$ cat config.mk
export PLATFORM = sky130hd
export DESIGN_NAME = bfsd_top
export DESIGN_NICKNAME = d
export VERILOG_FILES = /design/src/include/bfsd_pkg.sv /design/src/hdl/bfsd_region_decode.sv /design/src/hdl/bfsd_top.sv
export SDC_FILE = /design/constraint.sdc
export NUM_CORES = 1
export LEC_CHECK = 0
export ABC_CLOCK_PERIOD_IN_PS = 1900
export CORE_MARGIN = 1
export CORE_UTILIZATION = 35
export DETAILED_ROUTE_END_ITERATION = 8
export DONT_BUFFER_PORTS = 1
export GPL_ROUTABILITY_DRIVEN = 1
export GPL_TIMING_DRIVEN = 1
export PLACE_DENSITY = 0.63
export SLEW_MARGIN = 20
export SYNTH_ARGS = -nofsm -noshare
export SYNTH_HDL_FRONTEND = slang
export SYNTH_SLANG_ARGS = --single-unit
$ cat constraint.sdc
create_clock -name clk -period 1.9 [get_ports clk]
set_clock_uncertainty 0.1 [all_clocks]
set_input_delay 0.285 -clock clk [delete_from_list [all_inputs] [get_ports clk]]
set_output_delay 0.285 -clock clk [all_outputs]
set_load 0.02 [all_outputs]
$ cat src/include/bfsd_pkg.sv
// Shared constants, register layout and carrier types of the boot flash select decoder.
`default_nettype none
package bfsd_pkg;

   // Register bus widths.
   localparam int ADDR_W = 12;
   localparam int DATA_W = 32;
   localparam int STRB_W = DATA_W / 8;
   localparam int WORD_LSB = 2;

   // Register indices; the byte address on the bus is four times the index.
   localparam logic [ADDR_W-WORD_LSB-1:0] CTRL_INDEX = 10'h042;
   localparam logic [ADDR_W-WORD_LSB-1:0] STAT_INDEX = 10'h043;

   // Control register layout.
   localparam int CTRL_W = 16;
   localparam logic [CTRL_W-1:0] CTRL_RESET = 16'h0000;
   localparam logic [CTRL_W-1:0] CTRL_WRITE_MASK = 16'h87FF;
   localparam int WRITE_PERMIT_BIT = 15;
   localparam int BOOT_SIZE_BIT = 0;
   localparam int REGION_LO = 1;
   localparam int REGION_HI = 10;
   localparam int HIT_W = 11;

   // Bus responses.
   localparam logic [1:0] RESP_OKAY = 2'h0;
   localparam logic [1:0] RESP_SLVERR = 2'h2;

   // Status register layout.
   localparam int STAT_HIT_LSB = 0;
   localparam int STAT_WRITE_BIT = 16;
   localparam int STAT_ACTIVE_BIT = 17;
   localparam int STAT_COUNT_LSB = 24;
   localparam int COUNT_W = 8;

   // Selectable windows, indexed by their enable bit in the control register.
   localparam logic [REGION_HI:REGION_LO][31:0] REGION_BASE = {
      32'hFFC00000, 32'hFFD00000, 32'hFFE00000, 32'hFFE80000, 32'hFFF00000,
      32'hFFF40000, 32'hFFF80000, 32'hFFFA0000, 32'hFFFC0000, 32'h000C0000};
   localparam logic [REGION_HI:REGION_LO][31:0] REGION_MASK = {
      32'hFFF00000, 32'hFFF00000, 32'hFFF80000, 32'hFFF80000, 32'hFFFC0000,
      32'hFFFC0000, 32'hFFFE0000, 32'hFFFE0000, 32'hFFFE0000, 32'hFFFE0000};

   // Boot windows, decoded always; the size bit picks the small or large pair.
   localparam logic [31:0] BOOT_LOW_SMALL = 32'h000F0000;
   localparam logic [31:0] BOOT_HIGH_SMALL = 32'hFFFF0000;
   localparam logic [31:0] BOOT_MASK_SMALL = 32'hFFFF0000;
   localparam logic [31:0] BOOT_LOW_LARGE = 32'h000E0000;
   localparam logic [31:0] BOOT_HIGH_LARGE = 32'hFFFE0000;
   localparam logic [31:0] BOOT_MASK_LARGE = 32'hFFFE0000;

   // One host memory cycle as seen by the decoder.
   typedef struct packed {
      logic [31:0] addr;
      logic read;
      logic write;
   } bfsd_mem_cycle_t;

   // Running select count, whether the last cycle was selected, and the state of the most recent selected cycle, shown in the status register.
   typedef struct packed {
      logic [COUNT_W-1:0] count;
      logic active;
      logic last_write;
      logic [HIT_W-1:0] hit_map;
   } bfsd_status_t;

   // True when the address lies inside the aligned window base/mask.
   function automatic logic window_match(input logic [31:0] addr, input logic [31:0] base,
                                         input logic [31:0] mask);
      window_match = ((addr & mask) == base);
   endfunction

endpackage
`default_nettype wire

$ cat src/hdl/bfsd_region_decode.sv
// Combinational address window decoder for the flash chip select.
`timescale 1ns/100ps
`default_nettype none

module bfsd_region_decode (
   input wire logic [31:0] addr, // Host memory address.
   input wire logic [bfsd_pkg::HIT_W-1:0] region_ctrl, // Region enables and boot size bit.
   output logic [bfsd_pkg::HIT_W-1:0] hit_map // One bit per window that matches.
);

   // Each enabled window contributes its own hit bit, so software can see which one fired.
   always_comb begin
      hit_map = '0;
      for (int i = bfsd_pkg::REGION_LO; i <= bfsd_pkg::REGION_HI; i++) begin
         // window enables.
         hit_map[i] = region_ctrl[i] &
                      bfsd_pkg::window_match(addr, bfsd_pkg::REGION_BASE[i],
                                             bfsd_pkg::REGION_MASK[i]);
      end
      // boot window size.
      if (region_ctrl[bfsd_pkg::BOOT_SIZE_BIT]) begin
         // The large pair also covers the small pair, so no gap opens when it grows.
         hit_map[bfsd_pkg::BOOT_SIZE_BIT] =
            bfsd_pkg::window_match(addr, bfsd_pkg::BOOT_LOW_LARGE, bfsd_pkg::BOOT_MASK_LARGE) |
            bfsd_pkg::window_match(addr, bfsd_pkg::BOOT_HIGH_LARGE, bfsd_pkg::BOOT_MASK_LARGE);
      end else begin
         hit_map[bfsd_pkg::BOOT_SIZE_BIT] =
            bfsd_pkg::window_match(addr, bfsd_pkg::BOOT_LOW_SMALL, bfsd_pkg::BOOT_MASK_SMALL) |
            bfsd_pkg::window_match(addr, bfsd_pkg::BOOT_HIGH_SMALL, bfsd_pkg::BOOT_MASK_SMALL);
      end
   end

endmodule
`default_nettype wire

$ cat src/hdl/bfsd_top.sv
// Boot flash chip select decoder with its control register on an AXI4-Lite slave.
// Operation
// Write permit clear: select on reads only.
// Write permit set: select reads and writes.
// Bit 10 enables the FFC00000h megabyte.
// Bit 9 enables the FFD00000h megabyte.
// Bit 8 enables FFE00000h half megabyte.
// Bit 7 enables FFE80000h half megabyte.
// Bit 6 enables FFF00000h 256 kilobytes.
// Bit 5 enables FFF40000h 256 kilobytes.
// Bit 4 enables FFF80000h 128 kilobytes.
// Bit 3 enables FFFA0000h 128 kilobytes.
// Bit 2 enables FFFC0000h 128 kilobytes.
// Bit 1 enables legacy C0000h-DFFFFh window.
// Bit 0 picks 64K or 128K boot.
// Select low on qualifying hit, else high.
// Reserved bits 14-11 read zero, ignore writes.
//
// Added by the designer: the AXI4-Lite slave port and the register addresses.
`timescale 1ns/100ps
`default_nettype none

module bfsd_top (
   input wire logic clk,
   input wire logic rst_n,
   // Host memory cycle, sampled every clock.
   input wire bfsd_pkg::bfsd_mem_cycle_t mem_cycle,
   // Active low chip select to the flash.
   output logic flash_select_n,
   // AXI4-Lite write address channel.
   input wire logic s_axi_awvalid,
   output logic s_axi_awready,
   input wire logic [bfsd_pkg::ADDR_W-1:0] s_axi_awaddr,
   // AXI4-Lite write data channel.
   input wire logic s_axi_wvalid,
   output logic s_axi_wready,
   input wire logic [bfsd_pkg::DATA_W-1:0] s_axi_wdata,
   input wire logic [bfsd_pkg::STRB_W-1:0] s_axi_wstrb,
   // AXI4-Lite write response channel.
   output logic s_axi_bvalid,
   input wire logic s_axi_bready,
   output logic [1:0] s_axi_bresp,
   // AXI4-Lite read address channel.
   input wire logic s_axi_arvalid,
   output logic s_axi_arready,
   input wire logic [bfsd_pkg::ADDR_W-1:0] s_axi_araddr,
   // AXI4-Lite read data channel.
   output logic s_axi_rvalid,
   input wire logic s_axi_rready,
   output logic [bfsd_pkg::DATA_W-1:0] s_axi_rdata,
   output logic [1:0] s_axi_rresp
);

   // Write side states: gather address and data, then answer.
   typedef enum logic {BFSD_WR_COLLECT, BFSD_WR_RESP} bfsd_wr_state_t;
   // Read side states: wait for an address, then answer.
   typedef enum logic {BFSD_RD_IDLE, BFSD_RD_RESP} bfsd_rd_state_t;

   // Word index of a byte address on the bus.
   function automatic logic [bfsd_pkg::ADDR_W-bfsd_pkg::WORD_LSB-1:0] word_index(
      input logic [bfsd_pkg::ADDR_W-1:0] byte_addr);
      word_index = byte_addr[bfsd_pkg::ADDR_W-1:bfsd_pkg::WORD_LSB];
   endfunction

   // Control register and its next value.
   logic [bfsd_pkg::CTRL_W-1:0] ctrl_reg;
   logic [bfsd_pkg::CTRL_W-1:0] ctrl_next;
   // Status of the decoder, shown to software.
   bfsd_pkg::bfsd_status_t status_reg;
   bfsd_pkg::bfsd_status_t status_next;
   // Registered chip select.
   logic flash_select_n_reg;
   logic flash_select_n_next;

   // Write channel state.
   bfsd_wr_state_t wr_state_reg;
   bfsd_wr_state_t wr_state_next;
   logic aw_have_reg; // Write address held.
   logic aw_have_next;
   logic w_have_reg; // Write data held.
   logic w_have_next;
   logic [bfsd_pkg::ADDR_W-1:0] aw_addr_reg;
   logic [bfsd_pkg::ADDR_W-1:0] aw_addr_next;
   logic [bfsd_pkg::DATA_W-1:0] w_data_reg;
   logic [bfsd_pkg::DATA_W-1:0] w_data_next;
   logic [bfsd_pkg::STRB_W-1:0] w_strb_reg;
   logic [bfsd_pkg::STRB_W-1:0] w_strb_next;
   logic awready_reg;
   logic awready_next;
   logic wready_reg;
   logic wready_next;
   logic bvalid_reg;
   logic bvalid_next;
   logic [1:0] bresp_reg;
   logic [1:0] bresp_next;

   // Read channel state.
   bfsd_rd_state_t rd_state_reg;
   bfsd_rd_state_t rd_state_next;
   logic arready_reg;
   logic arready_next;
   logic rvalid_reg;
   logic rvalid_next;
   logic [bfsd_pkg::DATA_W-1:0] rdata_reg;
   logic [bfsd_pkg::DATA_W-1:0] rdata_next;
   logic [1:0] rresp_reg;
   logic [1:0] rresp_next;

   // Windows that the current memory address hits, after the enables.
   logic [bfsd_pkg::HIT_W-1:0] hit_map;

   // The decoder only needs the region enables and the boot size bit.
   bfsd_region_decode u_decode (
      .addr(mem_cycle.addr),
      .region_ctrl(ctrl_reg[bfsd_pkg::HIT_W-1:0]),
      .hit_map(hit_map)
   );

   // Chip select and status next values.
   always_comb begin
      logic qualify;
      logic selected;
      qualify = 1'b0;
      selected = 1'b0;
      status_next = status_reg;
      // R1 reads always qualify.
      // writes qualify under permit.
      qualify = mem_cycle.read |
                (mem_cycle.write & ctrl_reg[bfsd_pkg::WRITE_PERMIT_BIT]);
      // select on any hit.
      selected = qualify & (|hit_map);
      flash_select_n_next = ~selected;
      status_next.active = selected;
      if (selected) begin
         // Keep the windows of the last selected cycle for debug reads.
         status_next.hit_map = hit_map;
         status_next.last_write = mem_cycle.write & ~mem_cycle.read;
         // The counter wraps; it only shows that selects are happening.
         status_next.count = status_reg.count + (bfsd_pkg::COUNT_W)'(1);
      end
   end

   // Chip select and status registers.
   always_ff @(posedge clk or negedge rst_n) begin
      if (!rst_n) begin
         flash_select_n_reg <= 1'b1;
         status_reg <= '0;
      end else begin
         flash_select_n_reg <= flash_select_n_next;
         status_reg <= status_next;
      end
   end

   // Write channel and control register next values.
   always_comb begin
      logic aw_fire;
      logic w_fire;
      logic [bfsd_pkg::CTRL_W-1:0] merged;
      aw_fire = s_axi_awvalid & awready_reg;
      w_fire = s_axi_wvalid & wready_reg;
      merged = ctrl_reg;
      wr_state_next = wr_state_reg;
      aw_have_next = aw_have_reg | aw_fire;
      w_have_next = w_have_reg | w_fire;
      aw_addr_next = aw_fire ? s_axi_awaddr : aw_addr_reg;
      w_data_next = w_fire ? s_axi_wdata : w_data_reg;
      w_strb_next = w_fire ? s_axi_wstrb : w_strb_reg;
      bvalid_next = bvalid_reg;
      bresp_next = bresp_reg;
      ctrl_next = ctrl_reg;
      case (wr_state_reg)
         BFSD_WR_COLLECT: begin
            // Commit only once both halves are held, in whatever order they came.
            if (aw_have_reg && w_have_reg) begin
               if (word_index(aw_addr_reg) == bfsd_pkg::CTRL_INDEX) begin
                  // Only the two low byte lanes carry the 16-bit register.
                  for (int b = 0; b < bfsd_pkg::CTRL_W / 8; b++) begin
                     if (w_strb_reg[b]) begin
                        merged[b*8 +: 8] = w_data_reg[b*8 +: 8];
                     end
                  end
                  // reserved bits stay zero.
                  ctrl_next = merged & bfsd_pkg::CTRL_WRITE_MASK;
                  bresp_next = bfsd_pkg::RESP_OKAY;
               end else if (word_index(aw_addr_reg) == bfsd_pkg::STAT_INDEX) begin
                  // Status is read only; a write is accepted and dropped.
                  bresp_next = bfsd_pkg::RESP_OKAY;
               end else begin
                  // Nothing lives here.
                  bresp_next = bfsd_pkg::RESP_SLVERR;
               end
               aw_have_next = 1'b0;
               w_have_next = 1'b0;
               bvalid_next = 1'b1;
               wr_state_next = BFSD_WR_RESP;
            end
         end
         BFSD_WR_RESP: begin
            // Hold the answer until the master takes it.
            if (s_axi_bready) begin
               bvalid_next = 1'b0;
               wr_state_next = BFSD_WR_COLLECT;
            end
         end
         default: begin
            wr_state_next = BFSD_WR_COLLECT;
            bvalid_next = 1'b0;
         end
      endcase
      // Each half is refused while it is held or an answer is pending.
      awready_next = ~aw_have_next & (wr_state_next == BFSD_WR_COLLECT);
      wready_next = ~w_have_next & (wr_state_next == BFSD_WR_COLLECT);
   end

   // Write channel and control registers.
   always_ff @(posedge clk or negedge rst_n) begin
      if (!rst_n) begin
         wr_state_reg <= BFSD_WR_COLLECT;
         aw_have_reg <= 1'b0;
         w_have_reg <= 1'b0;
         aw_addr_reg <= '0;
         w_data_reg <= '0;
         w_strb_reg <= '0;
         awready_reg <= 1'b0;
         wready_reg <= 1'b0;
         bvalid_reg <= 1'b0;
         bresp_reg <= bfsd_pkg::RESP_OKAY;
         ctrl_reg <= bfsd_pkg::CTRL_RESET;
      end else begin
         wr_state_reg <= wr_state_next;
         aw_have_reg <= aw_have_next;
         w_have_reg <= w_have_next;
         aw_addr_reg <= aw_addr_next;
         w_data_reg <= w_data_next;
         w_strb_reg <= w_strb_next;
         awready_reg <= awready_next;
         wready_reg <= wready_next;
         bvalid_reg <= bvalid_next;
         bresp_reg <= bresp_next;
         ctrl_reg <= ctrl_next;
      end
   end

   // Read channel next values.
   always_comb begin
      rd_state_next = rd_state_reg;
      rvalid_next = rvalid_reg;
      rdata_next = rdata_reg;
      rresp_next = rresp_reg;
      arready_next = arready_reg;
      case (rd_state_reg)
         BFSD_RD_IDLE: begin
            arready_next = 1'b1;
            if (s_axi_arvalid && arready_reg) begin
               // Data is captured at the address edge, so the answer shows the
               // state of that moment even if a later cycle changes it.
               rdata_next = '0;
               rresp_next = bfsd_pkg::RESP_OKAY;
               if (word_index(s_axi_araddr) == bfsd_pkg::CTRL_INDEX) begin
                  // reserved bits read zero.
                  rdata_next[bfsd_pkg::CTRL_W-1:0] = ctrl_reg & bfsd_pkg::CTRL_WRITE_MASK;
               end else if (word_index(s_axi_araddr) == bfsd_pkg::STAT_INDEX) begin
                  rdata_next[bfsd_pkg::STAT_HIT_LSB +: bfsd_pkg::HIT_W] = status_reg.hit_map;
                  rdata_next[bfsd_pkg::STAT_WRITE_BIT] = status_reg.last_write;
                  rdata_next[bfsd_pkg::STAT_ACTIVE_BIT] = status_reg.active;
                  rdata_next[bfsd_pkg::STAT_COUNT_LSB +: bfsd_pkg::COUNT_W] = status_reg.count;
               end else begin
                  rresp_next = bfsd_pkg::RESP_SLVERR;
               end
               rvalid_next = 1'b1;
               arready_next = 1'b0;
               rd_state_next = BFSD_RD_RESP;
            end
         end
         BFSD_RD_RESP: begin
            if (s_axi_rready) begin
               rvalid_next = 1'b0;
               arready_next = 1'b1;
               rd_state_next = BFSD_RD_IDLE;
            end
         end
         default: begin
            rd_state_next = BFSD_RD_IDLE;
            rvalid_next = 1'b0;
            arready_next = 1'b0;
         end
      endcase
   end

   // Read channel registers.
   always_ff @(posedge clk or negedge rst_n) begin
      if (!rst_n) begin
         rd_state_reg <= BFSD_RD_IDLE;
         arready_reg <= 1'b0;
         rvalid_reg <= 1'b0;
         rdata_reg <= '0;
         rresp_reg <= bfsd_pkg::RESP_OKAY;
      end else begin
         rd_state_reg <= rd_state_next;
         arready_reg <= arready_next;
         rvalid_reg <= rvalid_next;
         rdata_reg <= rdata_next;
         rresp_reg <= rresp_next;
      end
   end

   // Every output comes straight from its flip-flop.
   assign flash_select_n = flash_select_n_reg;
   assign s_axi_awready = awready_reg;
   assign s_axi_wready = wready_reg;
   assign s_axi_bvalid = bvalid_reg;
   assign s_axi_bresp = bresp_reg;
   assign s_axi_arready = arready_reg;
   assign s_axi_rvalid = rvalid_reg;
   assign s_axi_rdata = rdata_reg;
   assign s_axi_rresp = rresp_reg;

endmodule
`default_nettype wire

==> flow_summary_export.csv <==
group,metric,value,unit
layout,mostFrequentLayoutCells,"dfrtp_1, mux2_2, dlygate4sd3_1",
outcome,status,"finished with violations",
route,antenna_left,0,
floorplanning,ios,143,
logic_synthesis,synth_cell_types,55,
grt,grt_max_degree,92,
timing,grt_setup_unrepaired,"yes",
grt,grt_overflow_total,0,
floorplanning,num_rows,38,
grt,antenna_found_initial,0,
timing,max_freq,0.523,GHz
route,drtIter0Drc,155,
floorplanning,start_util,36.7,%
timing,period_share,101,%
logic_synthesis,yosys_warnings,0,
power_and_ir_drop,seqPwrFrac,49.7,%
cts,ctsHtreeMaxLevel,3,
layout,final_common_cell,"dfrtp_1",
cts,ctsRootBufferMaster,"clkbuf_16",
critical_path,worst-setup-path-type,"flop to flop",
cts,cts.clk_slew.worst_paths,0.06,ns
floorplanning,core_area,11100,um2
timing,setup_ws,-0.0138,ns
power_and_ir_drop,power_frac_comb,14.1,%
logic_synthesis,synth-seq-cells,91,
route,first_pass_iters,4,
layout,nFillCells,1013,
timing,hold_ws,-0.466,ns
timing,finalSetupTns,-0.0500,ns
power_and_ir_drop,switching_share,26.0,%
logic_synthesis,yosysSeqAreaShare,56.0,%
route,drc_errors,0,
logic_synthesis,synthesis.area,4070,um2
critical_path,cp.required,2.02,ns
grt,grt_pass1_vias,2835,
power_and_ir_drop,pwr-share-clk,36.1,%
timing,finalSetupViolations,6,
cts,tritoncts,"yes",
placed_design,dp_hpwl,6160,um
logic_synthesis,synthMuxAreaShare,16.9,%
logic_synthesis,synth_ff_type,"dfrtp_1",
placed_design,io_buffers,0,
timing,finalMaxSlewViolations,0,
cts,hold_buffers,27,
power_and_ir_drop,p_total,5.36,mW
logic_synthesis,synth_compound_area_share,8.71,%
placed_design,gp_congestion,1.00,
power_and_ir_drop,internal_power,3.97,mW
logic_synthesis,synth_top_family_by_area,"multiplexers",
grt,grt_pass1_wl,14200,um
job,drv_cap,0,
worst_hold_path,min_path_type,"input pin to async pin",
critical_path,crit_arrival,2.04,ns
layout,drive_gt1_share,26.5,%
logic_synthesis,async_reset_ff_share,100,%
cts,cts_made_buffers,9,
cts,cts_sinks,91,
route,vias,2745,
cts,cts_setup_buffers,0,
timing,hold_viol_final,91,
route,wl_per_cell,16.0,um
outcome,violations,"hold timing, setup timing",
logic_synthesis,synthSimpleGateAreaFrac,11.9,%
layout,num_antenna_cells,0,
logic_synthesis,synth_cells,331,
critical_path,critPathMaxFanout,6,
grt,grt_use_total,15.7,%
timing,period_needed,1.91,ns
floorplanning,die_y,110,um
cts,clockBufferDepth,2,
route,wl,8490,um
critical_path,endpoint_kind,"flop",
logic_synthesis,synth-xor-area-share,1.51,%
layout,fin_nets,489,
power_and_ir_drop,p_sw,1.39,mW
logic_synthesis,synthAdderAreaFrac,0.308,%
route,vias_per_cell,5.16,
critical_path,crit_path_start_kind,"flop",
logic_synthesis,syn_avg_cell_area,12.3,um2
cts,clk_latency,0.34,ns
power_and_ir_drop,power_leakage,2.30,nW
layout,largest_reg_flops,22,
layout,area_growth_syn_to_layout,23.6,%
floorplanning,dieArea,12100,um2
power_and_ir_drop,peakVddDrop,0.685,mV
logic_synthesis,synth_enable_flop_cells,0,
power_and_ir_drop,p_per_area,1070,nW/um2
floorplanning,die_w,110,um
==> per-layer routing <==
| metal | GRT usage (%) | vias up | part of all wire, % |
|---|---|---|---|
| met4 | 7.81 | 0 | 2.4 |
| met2 | 24.0 | 94 | 46 |
| met3 | 4.15 | 18 | 5.7 |
| li1 | - | 1281 | - |
| met1 | 20.4 | 1352 | 46 |
| met5 | 0 | - | 0 |
==> synthesized netlist by cell type (2+ instances only) <==
cell type / n / area share, %
dfrtp_1: 90 / 55
mux2_2: 38 / 11
nand2_1: 27 / 2.5
o21ai_0: 19 / 2.3
mux2i_1: 17 / 4.2
nor2_1: 15 / 1.4
buf_4: 13 / 2.4
a22o_1: 11 / 2.4
inv_1: 10 / 0.92
mux2_4: 6 / 2.2
nand4_1: 6 / 0.92
xnor2_1: 6 / 1.3
nand3_1: 5 / 0.62
a21oi_1: 4 / 0.49
clkbuf_1: 4 / 0.37
nor4_1: 4 / 0.62
nand4b_1: 3 / 0.65
nor2b_1: 3 / 0.46
nor3_1: 3 / 0.37
nor4b_1: 3 / 0.65
a21o_1: 2 / 0.37
and3_1: 2 / 0.31
and4_1: 2 / 0.43
buf_1: 2 / 0.18
o2111ai_1: 2 / 0.43
o211ai_1: 2 / 0.37
or3_1: 2 / 0.31
or4_1: 2 / 0.37
or4_4: 2 / 0.55
==> critical path: stages (launching register included) <==
cell       delay (ns)
dfrtp_1          0.37
mux2i_1          0.18
a2111oi_2        0.10
o21ai_1          0.24
nand3_2          0.14
o21a_4           0.25
buf_12           0.13
mux2_4           0.29
==> cell families (layout without fill, tap and decap cells) <==
| kind of cell | Yosys count | count (layout) |
|---|---|---|
| DFF | 91 | 91 |
| and+or+nand+nor | 87 | 87 |
| muxes | 61 | 61 |
| AOI/OAI and AO/OA | 52 | 52 |
| buffers and inverters | 31 | 81 |
| xor gates and xnor gates | 7 | 7 |
| adders and majority gates | 1 | 1 |
| other | 1 | 12 |
==> cell type report <==
class	count	area [um2]	share of cell area, %
clock buffers	10	239	4.76
clock inverters	6	88.8	1.77
inverters	10	37.5	0.747
multi-input cells	220	1710	34.0
flip-flops and latches	91	2280	45.3
well taps	140	175	3.49
repair buffers	55	497	9.89
==> worst paths after layout <==
check | from | to | slack, ns | cells past startpoint
max in group asynchronous | rst_n | flash_select_n | 1.94 | 0
worst max-delay path | ctrl_reg[7] | status_reg[9] | -0.01 | 7
worst min-delay path | rst_n | w_data_reg[10] | -0.47 | 0
worst max register to register | ctrl_reg[7] | status_reg[9] | -0.01 | 7
worst min register to register | status_reg[20] | status_reg[20] | 0.37 | 1
min in group clk | s_axi_rready | s_axi_rvalid | 0.02 | 3
==> per-stage QoR <==
step / cells / worst slack, ns / utilization [%] / instance area, um2 / hold slack, ns
detailed placement: 489 / -0.377 / 39.4 / 4360 / -0.109
global placement: 489 / -0.389 / 39.4 / 4360 / -0.109
global route: 532 / -0.0943 / 45.4 / 5020 / -0.482
finish: 532 / -0.0138 / 45.4 / 5020 / -0.466
floorplan: 342 / -0.270 / - / 4110 / -0.111
CTS: 532 / -0.0268 / 45.2 / 5000 / -0.482
==> power groups by stage <==
stage / clock (mW) / combinational (mW) / sequential [mW]
floorplan: 0 / 0.616 / 2.59
global placement: 0 / 0.676 / 2.65
detailed placement: 0 / 0.705 / 2.68
CTS: 1.98 / 0.762 / 2.66
global route: 2.06 / 0.850 / 2.72
finish: 1.94 / 0.758 / 2.66
==> what timing repair did <==
| action | 4_1_cts | 5_1_grt |
|---|---|---|
| endpoints found under the hold margin | 120 | 91 |
| pin swaps | 4 | 4 |
| resized for setup | 10 | 4 |
| setup endpoints to repair | 24 | 25 |
Power figures use the tool's default switching activity.
